## config.mk

```make
export PLATFORM = sky130hd
export DESIGN_NAME = rsap_host
export DESIGN_NICKNAME = d
export VERILOG_FILES = /design/src/hw/rsap_host.v /design/src/hw/rsap_timer.v
export VERILOG_INCLUDE_DIRS = /design/src /design/src/hw
export SDC_FILE = /design/constraint.sdc
export NUM_CORES = 1
export LEC_CHECK = 0
export BUFFER_PORTS_ARGS = -buffer_cell sky130_fd_sc_hd__clkbuf_2
export CELL_PAD_IN_SITES_DETAIL_PLACEMENT = 0
export CELL_PAD_IN_SITES_GLOBAL_PLACEMENT = 1
export CORE_ASPECT_RATIO = 1.1
export CORE_MARGIN = 1.5
export CORE_UTILIZATION = 39
export DETAILED_ROUTE_END_ITERATION = 12
export GPL_TIMING_DRIVEN = 1
export PLACE_DENSITY = 0.92
export SYNTH_ARGS = -nofsm -noshare
export SYNTH_HDL_FRONTEND = slang
export SYNTH_SLANG_ARGS = --single-unit
```

## constraint.sdc

```tcl
create_clock -name clk -period 5.7 [get_ports clk]
set_input_delay 0 -clock clk [delete_from_list [all_inputs] [get_ports clk]]
set_output_delay 0 -clock clk [all_outputs]
set_load 0.05 [all_outputs]
```

## src/hw/rsap_defines.vh

```
// Notes on behaviour
// Top eight bytes 7f8-7ff are clock bytes.
// Clock bytes hold BCD time, 24-hour.
// Device calendar handles month lengths, leap years.
// Byte 7f8 is the clock control byte.
// Device copies time into clock bytes each second.
// Device blocks writes during supply fault.
// Select low, strobe high means read mode.
// Eleven address lines pick one of 2048 bytes.
// Device drives data only when selected and enabled.
// Data undefined until all access delays pass.
// Address change keeps data briefly, then undefined; the model drops valid data at once.
// Read data valid within address access limit.
// Write spans strobe overlap, commits at end.
// Host holds address stable through write cycle.
// Host keeps strobe high for recovery after write.
// Host sets data 30 ns before, holds 5 ns.
// Host keeps output enable high during writes.
// Device floats data within 25 ns of strobe.
// Host holds write strobe low at least 50 ns.
// Select-controlled write keeps select low 55 ns.
// Read-halt bit freezes clock byte updates.
// Write-halt bit freezes; clearing loads counters.
// Host access beats the once-per-second refresh.
// Power fail floats data, ignores host strobes.
`ifndef RSAP_DEFINES_VH
`define RSAP_DEFINES_VH
`define RSAP_CLK_MHZ          40
`define RSAP_T_ADDR_ACC_NS    70
`define RSAP_T_OE_ACC_NS      35
`define RSAP_T_STROBE_W_NS    50
`define RSAP_T_SETUP_NS       30
`define RSAP_T_HOLD_NS        5
`define RSAP_T_RECOV_NS       10
`define RSAP_T_FLOAT_NS       25
`define RSAP_CYC_UP(ns)       (((ns) * `RSAP_CLK_MHZ + 999) / 1000)
`define RSAP_REG_CTRL         4'h0
`define RSAP_REG_ADDR         4'h4
`define RSAP_REG_WDATA        4'h8
`define RSAP_REG_STATUS       4'hc
`define RSAP_CTRL_GO_BIT      0
`define RSAP_CTRL_WRITE_BIT   1
`define RSAP_CTRL_SELW_BIT    2
`define RSAP_STAT_BUSY_BIT    0
`define RSAP_STAT_DONE_BIT    1
`define RSAP_STAT_PFAIL_BIT   2
`define RSAP_STAT_RDATA_LSB   8
`define RSAP_CLK_BASE         11'h7f8
`define RSAP_CTRL_READ_HALT   6
`define RSAP_CTRL_WRITE_HALT  7
`endif

```

## src/hw/rsap_host.v

```verilog
`timescale 1ns/1ps
`include "rsap_defines.vh"
module rsap_host (
   clk,
   resetn,
   avs_address,
   avs_read,
   avs_write,
   avs_writedata,
   avs_readdata,
   avs_waitrequest,
   power_fail,
   addr_in,
   data_o,
   data_oe,
   data_i,
   chip_sel_n,
   out_en_n,
   wr_strobe_n
);
   input         clk;
   input         resetn;
   input  [3:0]  avs_address;
   input         avs_read;
   input         avs_write;
   input  [31:0] avs_writedata;
   output [31:0] avs_readdata;
   output        avs_waitrequest;
   input         power_fail;
   output [10:0] addr_in;
   output [7:0]  data_o;
   output        data_oe;
   input  [7:0]  data_i;
   output        chip_sel_n;
   output        out_en_n;
   output        wr_strobe_n;

   localparam [2:0] ST_IDLE  = 3'd0;
   localparam [2:0] ST_RD_AC = 3'd1;
   localparam [2:0] ST_WR_LO = 3'd2;
   localparam [2:0] ST_WR_HD = 3'd3;
   localparam [2:0] ST_RECOV = 3'd4;

   localparam integer CYC_RD_N   = `RSAP_CYC_UP(`RSAP_T_ADDR_ACC_NS) + 1;
   localparam integer CYC_WR_N   = `RSAP_CYC_UP(`RSAP_T_STROBE_W_NS + 10);
   localparam integer CYC_HOLD_N = `RSAP_CYC_UP(`RSAP_T_HOLD_NS);
   localparam integer CYC_REC_N  = `RSAP_CYC_UP(`RSAP_T_RECOV_NS);
   localparam integer CYC_FLT_N  = `RSAP_CYC_UP(`RSAP_T_FLOAT_NS);
   localparam [3:0]   CYC_RD     = CYC_RD_N[3:0];
   localparam [3:0]   CYC_WR     = CYC_WR_N[3:0];
   localparam [3:0]   CYC_HOLD   = CYC_HOLD_N[3:0];
   localparam [3:0]   CYC_REC    = CYC_REC_N[3:0];
   localparam [3:0]   CYC_FLT    = CYC_FLT_N[3:0];

   reg [2:0]  st_ff;
   reg [2:0]  nxt_st;
   reg [10:0] addr_ff;
   reg [7:0]  wdata_ff;
   reg [7:0]  rdata_ff;
   reg        wr_dir_ff;
   reg        selw_ff;
   reg        done_ff;
   reg        busy_ff;
   reg        ce_n_ff;
   reg        oe_n_ff;
   reg        we_n_ff;
   reg        doe_ff;
   reg [31:0] rd_ff;
   reg        wait_ff;
   reg        pf_s1_ff;
   reg        pf_s2_ff;
   reg [7:0]  di_s1_ff;
   reg [7:0]  di_s2_ff;
   reg        tmr_load;
   reg [3:0]  tmr_count;
   wire       tmr_done;
   wire       go_wr;
   wire       go_start;

   assign avs_readdata    = rd_ff;
   assign avs_waitrequest = wait_ff;
   assign addr_in         = addr_ff;
   assign data_o          = wdata_ff;
   assign data_oe         = doe_ff;
   assign chip_sel_n      = ce_n_ff;
   assign out_en_n        = oe_n_ff;
   assign wr_strobe_n     = we_n_ff;

   assign go_wr    = avs_write && !wait_ff &&
                     (avs_address == `RSAP_REG_CTRL);
   assign go_start = go_wr && avs_writedata[`RSAP_CTRL_GO_BIT] &&
                     (st_ff == ST_IDLE) && !pf_s2_ff;

   rsap_timer u_timer (
      .clk     (clk),
      .resetn  (resetn),
      .load    (tmr_load),
      .count   (tmr_count),
      .expired (tmr_done)
   );

   always @* begin
      nxt_st    = st_ff;
      tmr_load  = 1'b0;
      tmr_count = 4'h0;
      case (st_ff)
         ST_IDLE: begin
            if (go_start) begin
               tmr_load = 1'b1;
               if (avs_writedata[`RSAP_CTRL_WRITE_BIT]) begin
                  nxt_st    = ST_WR_LO;
                  tmr_count = CYC_WR;
               end else begin
                  nxt_st    = ST_RD_AC;
                  tmr_count = CYC_RD;
               end
            end
         end
         ST_RD_AC: begin
            if (tmr_done) begin
               nxt_st    = ST_RECOV;
               tmr_load  = 1'b1;
               tmr_count = CYC_FLT;
            end
         end
         ST_WR_LO: begin
            if (tmr_done) begin
               nxt_st    = ST_WR_HD;
               tmr_load  = 1'b1;
               tmr_count = CYC_HOLD;
            end
         end
         ST_WR_HD: begin
            if (tmr_done) begin
               nxt_st    = ST_RECOV;
               tmr_load  = 1'b1;
               tmr_count = CYC_REC;
            end
         end
         ST_RECOV: begin
            if (tmr_done) begin
               nxt_st = ST_IDLE;
            end
         end
         default: begin
            nxt_st = ST_IDLE;
         end
      endcase
   end

   always @(posedge clk) begin
      if (!resetn) begin
         pf_s1_ff <= 1'b0;
         pf_s2_ff <= 1'b0;
         di_s1_ff <= 8'h00;
         di_s2_ff <= 8'h00;
      end else begin
         pf_s1_ff <= power_fail;
         pf_s2_ff <= pf_s1_ff;
         di_s1_ff <= data_i;
         di_s2_ff <= di_s1_ff;
      end
   end

   always @(posedge clk) begin
      if (!resetn) begin
         st_ff     <= ST_IDLE;
         addr_ff   <= 11'h000;
         wdata_ff  <= 8'h00;
         rdata_ff  <= 8'h00;
         wr_dir_ff <= 1'b0;
         selw_ff   <= 1'b0;
         done_ff   <= 1'b0;
         busy_ff   <= 1'b0;
         ce_n_ff   <= 1'b1;
         oe_n_ff   <= 1'b1;
         we_n_ff   <= 1'b1;
         doe_ff    <= 1'b0;
      end else begin
         st_ff   <= nxt_st;
         busy_ff <= (nxt_st != ST_IDLE);
         if (avs_write && !wait_ff && st_ff == ST_IDLE) begin
            if (avs_address == `RSAP_REG_ADDR) begin
               addr_ff <= avs_writedata[10:0];
            end
            if (avs_address == `RSAP_REG_WDATA) begin
               wdata_ff <= avs_writedata[7:0];
            end
         end
         if (go_start) begin
            wr_dir_ff <= avs_writedata[`RSAP_CTRL_WRITE_BIT];
            selw_ff   <= avs_writedata[`RSAP_CTRL_SELW_BIT];
            ce_n_ff   <= 1'b0;
            if (avs_writedata[`RSAP_CTRL_WRITE_BIT]) begin
               // Output enable stays high so the bus never fights.
               oe_n_ff <= 1'b1;
               doe_ff  <= 1'b1;
               // Both strobes fall together; the mode picks which one
               // rises first and so ends the write.
               we_n_ff <= 1'b0;
            end else begin
               oe_n_ff <= 1'b0;
               we_n_ff <= 1'b1;
            end
         end else if (go_wr && avs_writedata[`RSAP_CTRL_GO_BIT]) begin
            done_ff <= done_ff;
         end else if (go_wr) begin
            done_ff <= 1'b0;
         end
         if (st_ff == ST_RD_AC && tmr_done) begin
            // Two synchroniser stages were allowed for in the wait.
            rdata_ff <= di_s2_ff;
            ce_n_ff  <= 1'b1;
            oe_n_ff  <= 1'b1;
            done_ff  <= 1'b1;
         end
         if (st_ff == ST_WR_LO && tmr_done) begin
            // The address stays put until the other strobe rises.
            if (selw_ff) begin
               ce_n_ff <= 1'b1;
            end else begin
               we_n_ff <= 1'b1;
            end
         end
         if (st_ff == ST_WR_HD && tmr_done) begin
            ce_n_ff <= 1'b1;
            we_n_ff <= 1'b1;
            doe_ff  <= 1'b0;
            done_ff <= 1'b1;
         end
         if (pf_s2_ff && st_ff == ST_WR_LO) begin
            done_ff <= 1'b0;
         end
      end
   end

   // Reads are answered one cycle after they are first seen.
   always @(posedge clk) begin
      if (!resetn) begin
         wait_ff <= 1'b1;
         rd_ff   <= 32'h00000000;
      end else begin
         wait_ff <= !(wait_ff && (avs_read || avs_write));
         if (wait_ff && avs_read) begin
            case (avs_address)
               `RSAP_REG_CTRL:   rd_ff <= {29'h0, selw_ff, wr_dir_ff, 1'b0};
               `RSAP_REG_ADDR:   rd_ff <= {21'h0, addr_ff};
               `RSAP_REG_WDATA:  rd_ff <= {24'h0, wdata_ff};
               `RSAP_REG_STATUS: rd_ff <= {16'h0, rdata_ff, 5'h0,
                                           pf_s2_ff, done_ff, busy_ff};
               default:          rd_ff <= 32'h00000000;
            endcase
         end
      end
   end
endmodule

```

## src/hw/rsap_timer.v

```verilog
`timescale 1ns/1ps
`include "rsap_defines.vh"
module rsap_timer (
   clk,
   resetn,
   load,
   count,
   expired
);
   input        clk;
   input        resetn;
   input        load;
   input  [3:0] count;
   output       expired;
   reg    [3:0] cnt_ff;
   reg          expired_ff;
   assign expired = expired_ff;
   always @(posedge clk) begin
      if (!resetn) begin
         cnt_ff     <= 4'h0;
         expired_ff <= 1'b1;
      end else if (load) begin
         cnt_ff     <= count;
         expired_ff <= (count == 4'h0);
      end else if (cnt_ff != 4'h0) begin
         cnt_ff     <= cnt_ff - 4'h1;
         expired_ff <= (cnt_ff == 4'h1);
      end
   end
endmodule

```

# Word level (Yosys, flattened, before mapping)
# Index checks and enable logic that the tools add are counted.
dict set report word_totals {
  register_bits 94
  out_inout_bits 56
  elab_cells 96
}
dict set report op_classes {
  add_sub_neg 1
  n_eq_ne 10
  mux 32
  bitwise_logic 1
  n_reduce_logical 32
}
# cell count
set op_table {}
lappend op_table {{$pmux W16 S4} 1}
lappend op_table {{$mux W1} 19}
lappend op_table {{$mux W3} 6}
lappend op_table {{$logic_and A1 B1 Y1} 12}
lappend op_table {{$pmux W3 S4} 1}
lappend op_table {{$eq A4 B4 Y1 const B} 2}
lappend op_table {{$logic_not A4 Y1} 2}
lappend op_table {{$mux W4} 2}
lappend op_table {{$reduce_or A2 Y1} 4}
lappend op_table {{$eq A3 B2 Y1 const B} 2}
lappend op_table {{$ne A3 B1 Y1 const B} 2}
lappend op_table {{$pmux W3 S2} 1}
lappend op_table {{$reduce_and A2 Y1} 3}
lappend op_table {{$reduce_bool A3 Y1} 2}
lappend op_table {{$eq A4 B1 Y1 const B} 1}
lappend op_table {{$eq A4 B3 Y1 const B} 1}
lappend op_table {{$reduce_bool A4 Y1} 1}
lappend op_table {{$sub A4 B1 Y4 const B} 1}
lappend op_table {{$eq A3 B1 Y1 const B} 1}
lappend op_table {{$eq A3 B3 Y1 const B} 1}
lappend op_table {{$logic_not A1 Y1} 3}
lappend op_table {{$logic_not A3 Y1} 1}
lappend op_table {{$reduce_and A3 Y1} 1}
lappend op_table {{$reduce_or A3 Y1} 1}
lappend op_table {{5 further kinds} 5}

# Longest topological paths before layout
dict set report depth {
  word_depth 10
  ltp_mapped 7
  ltp_nobuf 6
}

# By module
# Synthesis repeated with hierarchy kept, for this count alone.
dict set report hier_totals {
  hier_cells 347
  hier_area_um2 3365.7
}
# mod instances cells_each area_each_um2 seq_area_each_um2
set by_module_without_submodules {}
lappend by_module_without_submodules {rsap_host 1 311 3047.9 1461.4}
lappend by_module_without_submodules {rsap_timer 1 36 317.8 100.1}

# Worst setup path after synthesis
# No wires, ideal clock.
dict set report synth_path {
  kind {register to register}
  startpoint {register wait_ff (netlist: avs_waitrequest)}
  endpoint {register we_n_ff (netlist: wr_strobe_n)}
  t_arrival_ps 1978
  slack_ps 3603
  path_stages_with_launch 5
  period_less_slack_ps 2097
  path_cell_list {dfxtp_1 -> or4b_1 -> or4_4 -> buf_6 -> a211o_1}
}
dict set report synth_between {
  elab_chain_len 9
}
# item line_no
set synth_rtl {}
lappend synth_rtl {{from (decl)} rsap_host.v:69} ;# reg wait_ff;
lappend synth_rtl {{from (signal assigned)} rsap_host.v:243} ;# wait_ff <= !(wait_ff && (avs_read || avs_write));
lappend synth_rtl {{$logic_not A1 Y1 *} rsap_host.v:89} ;# assign go_wr = avs_write && !wait_ff &&
lappend synth_rtl {{$logic_and A1 B1 Y1 * (2 in series)} rsap_host.v:89}
lappend synth_rtl {{$logic_and A1 B1 Y1 * (3 in series)} rsap_host.v:91} ;# assign go_start = go_wr && avs_writedata[`RSAP_CTRL_GO_BIT] &&
lappend synth_rtl {{$mux W1 *} rsap_host.v:190} ;# if (go_start) begin
lappend synth_rtl {{$mux W1} rsap_host.v:219} ;# if (selw_ff) begin
lappend synth_rtl {{$mux W1 *} rsap_host.v:217} ;# if (st_ff == ST_WR_LO && tmr_done) begin
lappend synth_rtl {{to (signal assigned)} rsap_host.v:200} ;# we_n_ff <= 1'b0;
lappend synth_rtl {{to (signal assigned)} rsap_host.v:222} ;# we_n_ff <= 1'b1;
lappend synth_rtl {{to (signal assigned)} rsap_host.v:227} ;# we_n_ff <= 1'b1;
lappend synth_rtl {{to (decl)} rsap_host.v:66} ;# reg we_n_ff;
# Every way passes the cells marked *; elsewhere a longest branch is shown, timed or not.
# A chain may end at the register's enable or synchronous reset.

# Worst setup path after layout
dict set report layout_path {
  startpoint {register st_ff[0]}
  endpoint {register addr_ff[6] (netlist: addr_in[6])}
}
dict set report layout_between {
  elab_chain_len 3
}
# item line_no
set layout_rtl {}
lappend layout_rtl {{from (decl)} rsap_host.v:55} ;# reg [2:0] st_ff;
lappend layout_rtl {{from (signal assigned)} rsap_host.v:180} ;# st_ff <= nxt_st;
lappend layout_rtl {{$logic_not A3 Y1} rsap_host.v:182} ;# if (avs_write && !wait_ff && st_ff == ST_IDLE) begin
lappend layout_rtl {{$logic_and A1 B1 Y1} rsap_host.v:182}
lappend layout_rtl {{$reduce_and A2 Y1 (no line)} n/a}
lappend layout_rtl {{to (signal assigned)} rsap_host.v:184} ;# addr_ff <= avs_writedata[10:0];
lappend layout_rtl {{to (decl)} rsap_host.v:57} ;# reg [10:0] addr_ff;
# Every way passes these cells.

==> run summary <==
RSZ-0062 raised after global routing - false
Period utilisation layout - 0.387
Yosys warns - 0
Top-count cell post-synth - dfxtp_1
Cell area power density - 295 nW/um^2
Core Box Area - 7560 sq um
Synthesis-to-layout area growth - 22.7%
Vias in the first global route - 2385
Fraction of layout cells with a size suffix above 1 - 0.216
Drt drc - 0
Global-route wire length before repair - 11100 microns
Async SR Flop Fraction - 0
Worst-Margin Slew - 949 ps
Routability cong. - 0.859
Relative slew slack - 0.367
GR Util All Layers - 0.171
FILL cells - 765
Status - finished, final reports clean
# clock sinks - 78
Top post-synthesis cells by area - dfxtp_1, nand2_1, o21ai_0
Die Ht - 96.5 microns
Met3 Usage GRT - 0.0476
H-tree depth - 3
Top-area cell type share of the netlist area - 0.504
Crit Path Max Fanout - 22
DRT Pass-1 Iters - 5
Final ANT Viol Nets - 0
Leading area contributor after synthesis - dfxtp_1
GRT met1 Usage - 0.216
Worst VDD drop - 0.000141 V
CP Data Arrival Time - 2410 ps
I/O pin total - 105
TritonCTS clock tree - done
Syn Inst Count - 343
Crit. End Element - register
Max-slew violations - 0
Leak Pwr - 1.59 nW
Grt peak-use layer - met2
Tmin final - 2210 ps
Num CTS Buffers - 9
PortBufs - 67
Fin. Hold Viols - 0
FP Rows - 33
Diode count - 0
Clock Pin Slew Worst Setup and Hold Paths - 80 ps
Type of the worst setup path - reg2reg
Post-Syn Area per Cell - 9.03 sq um
Vias per inst - 4.86
Detailed-route via count - 2579
Setup crit start kind - register
Fin Clk Skew - 9.22 ps
Later-pin clock latency in the skew report - 350 ps
Met2 usage - 0.268
Effective utilization at floorplan - 0.410
Final Cell Area - 3800 sq um
Post-CTS Resized - 0
Root Driver - clkbuf_8
Placed instance area - 3410 sq um
Largest net degree at the start of global routing - 62
Synth Register Bits - 78
WL final - 6860 microns
Setup Viol. Count Final - 0
Hold crit path type - in2reg
Sequential fraction of the synthesis area - 0.504
Ys flop type - dfxtp_1
FMAX - 453 MHz
CTS Buffer Depth - 2
Post-synth EDFFs - 0
Yosys cell types - 46
Post-synth top cells - dfxtp_1, nand2_1, o21ai_0
CP Data Required Time - 5910 ps
Max Cap Violations - 0
Final nets - 473
Setup TNS - 0 ps
Die area - 8480 sq um
Routed WL per cell - 12.9 microns
Chip width - 88.0 microns
Mapped cell area - 3100 sq um
Total gr overflow - 0
Antenna violations before repair - 0
Starting DRT DRC Count - 134
Dpl hpwl - 4830 microns
[per-layer routing]
metal  wire length [microns]  up-vias
li1                        -     1314
met1                    3010     1169
met2                    3210       81
met5                       0        -
met4                     172        0
met3                     467       15
[worst max-delay path, stage by stage, from the launching register on]
cell and delay [ps]:
dfxtp_1 410, nor4b_1 480, nand4b_1 760, nand3_1 310
o21ai_0 110
[per-stage QoR]
step / hold WS, ps / power, W / std cells / setup slack [ps] / util
2_1_floorplan: 116 / 0.000745 / 358 / 3600 / -
3_3_place_gp: 210 / 0.000766 / 493 / 3560 / 0.452
3_5_place_dp: 209 / 0.000774 / 493 / 3500 / 0.452
4_1_cts: 125 / 0.00113 / 531 / 3480 / 0.503
5_1_grt: 168 / 0.00118 / 531 / 3180 / 0.503
6_report: 137 / 0.00112 / 531 / 3490 / 0.503
[power by group]
group	switching, W	internal, W	total, W
logic	0.000106	0.0000772	0.000183
clock network	0.000193	0.000156	0.000349
registers	0.0000213	0.000569	0.000590
total	0.000320	0.000802	0.00112
[state kept, by name, indices dropped and copies added (netlist names), 3 cells and up]
signal / count
avs_readdata: 16
addr_in: 11
data_o: 8
di_s1_ff: 8
di_s2_ff: 8
rdata_ff: 8
u_timer.cnt_ff: 4
st_ff: 3
[cell type report]
type	count	area, sq um	share of cell area
clock buffers	10	128	0.0336
inverters	7	26.3	0.00692
clock inverters	6	38.8	0.0102
well taps	105	131	0.0346
flip-flops and latches	78	1560	0.411
repair buffers	91	571	0.150
multi-input cells	234	1340	0.353
[cell usage in the layout, fill, tap and decap left out, drive strengths merged, types with 3 or more instances in the layout]
| cell type | count |
|---|---|
| dfxtp | 78 |
| clkbuf | 77 |
| nand2 | 46 |
| o21ai | 24 |
| dlygate4sd3 | 22 |
| nor2 | 20 |
| nand3 | 19 |
| a21oi | 18 |
| and2 | 18 |
| conb | 16 |
| a22oi | 13 |
| inv | 7 |
| a22o | 6 |
| nand2b | 5 |
| or3 | 5 |
| mux2i | 5 |
| nor2b | 4 |
| clkinv | 4 |
| nor3 | 3 |
| a31oi | 3 |
| ha | 3 |
[cell families (layout without fill, tap and decap cells)]
group,after synthesis,in the layout,synth area share
xor+xnor,1,1,0.00283
mux,8,8,0.0343
buf+inv,46,114,0.0804
flops,78,78,0.504
compound gates,74,74,0.150
fa+ha+maj,3,3,0.0121
simple gates,132,132,0.215
other cells,1,16,0.00121
[worst paths after layout]
check / slack, ps / cells past startpoint / endpoint / start
max: 3490 / 4 / addr_in[6] / st_ff[0]
min: 140 / 5 / done_ff / avs_write
max reg2reg: 3490 / 4 / addr_in[6] / st_ff[0]
min reg2reg: 430 / 1 / di_s2_ff[4] / di_s1_ff[4]
[timing repair]
| action | CTS | global route |
|---|---|---|
| setup buffers | 0 | 0 |
| endpoints found under the setup margin | 0 | 0 |
| hold endpoints to repair | 29 | 0 |
| hold buffers | 22 | 0 |
Power figures use the tool's default switching activity.
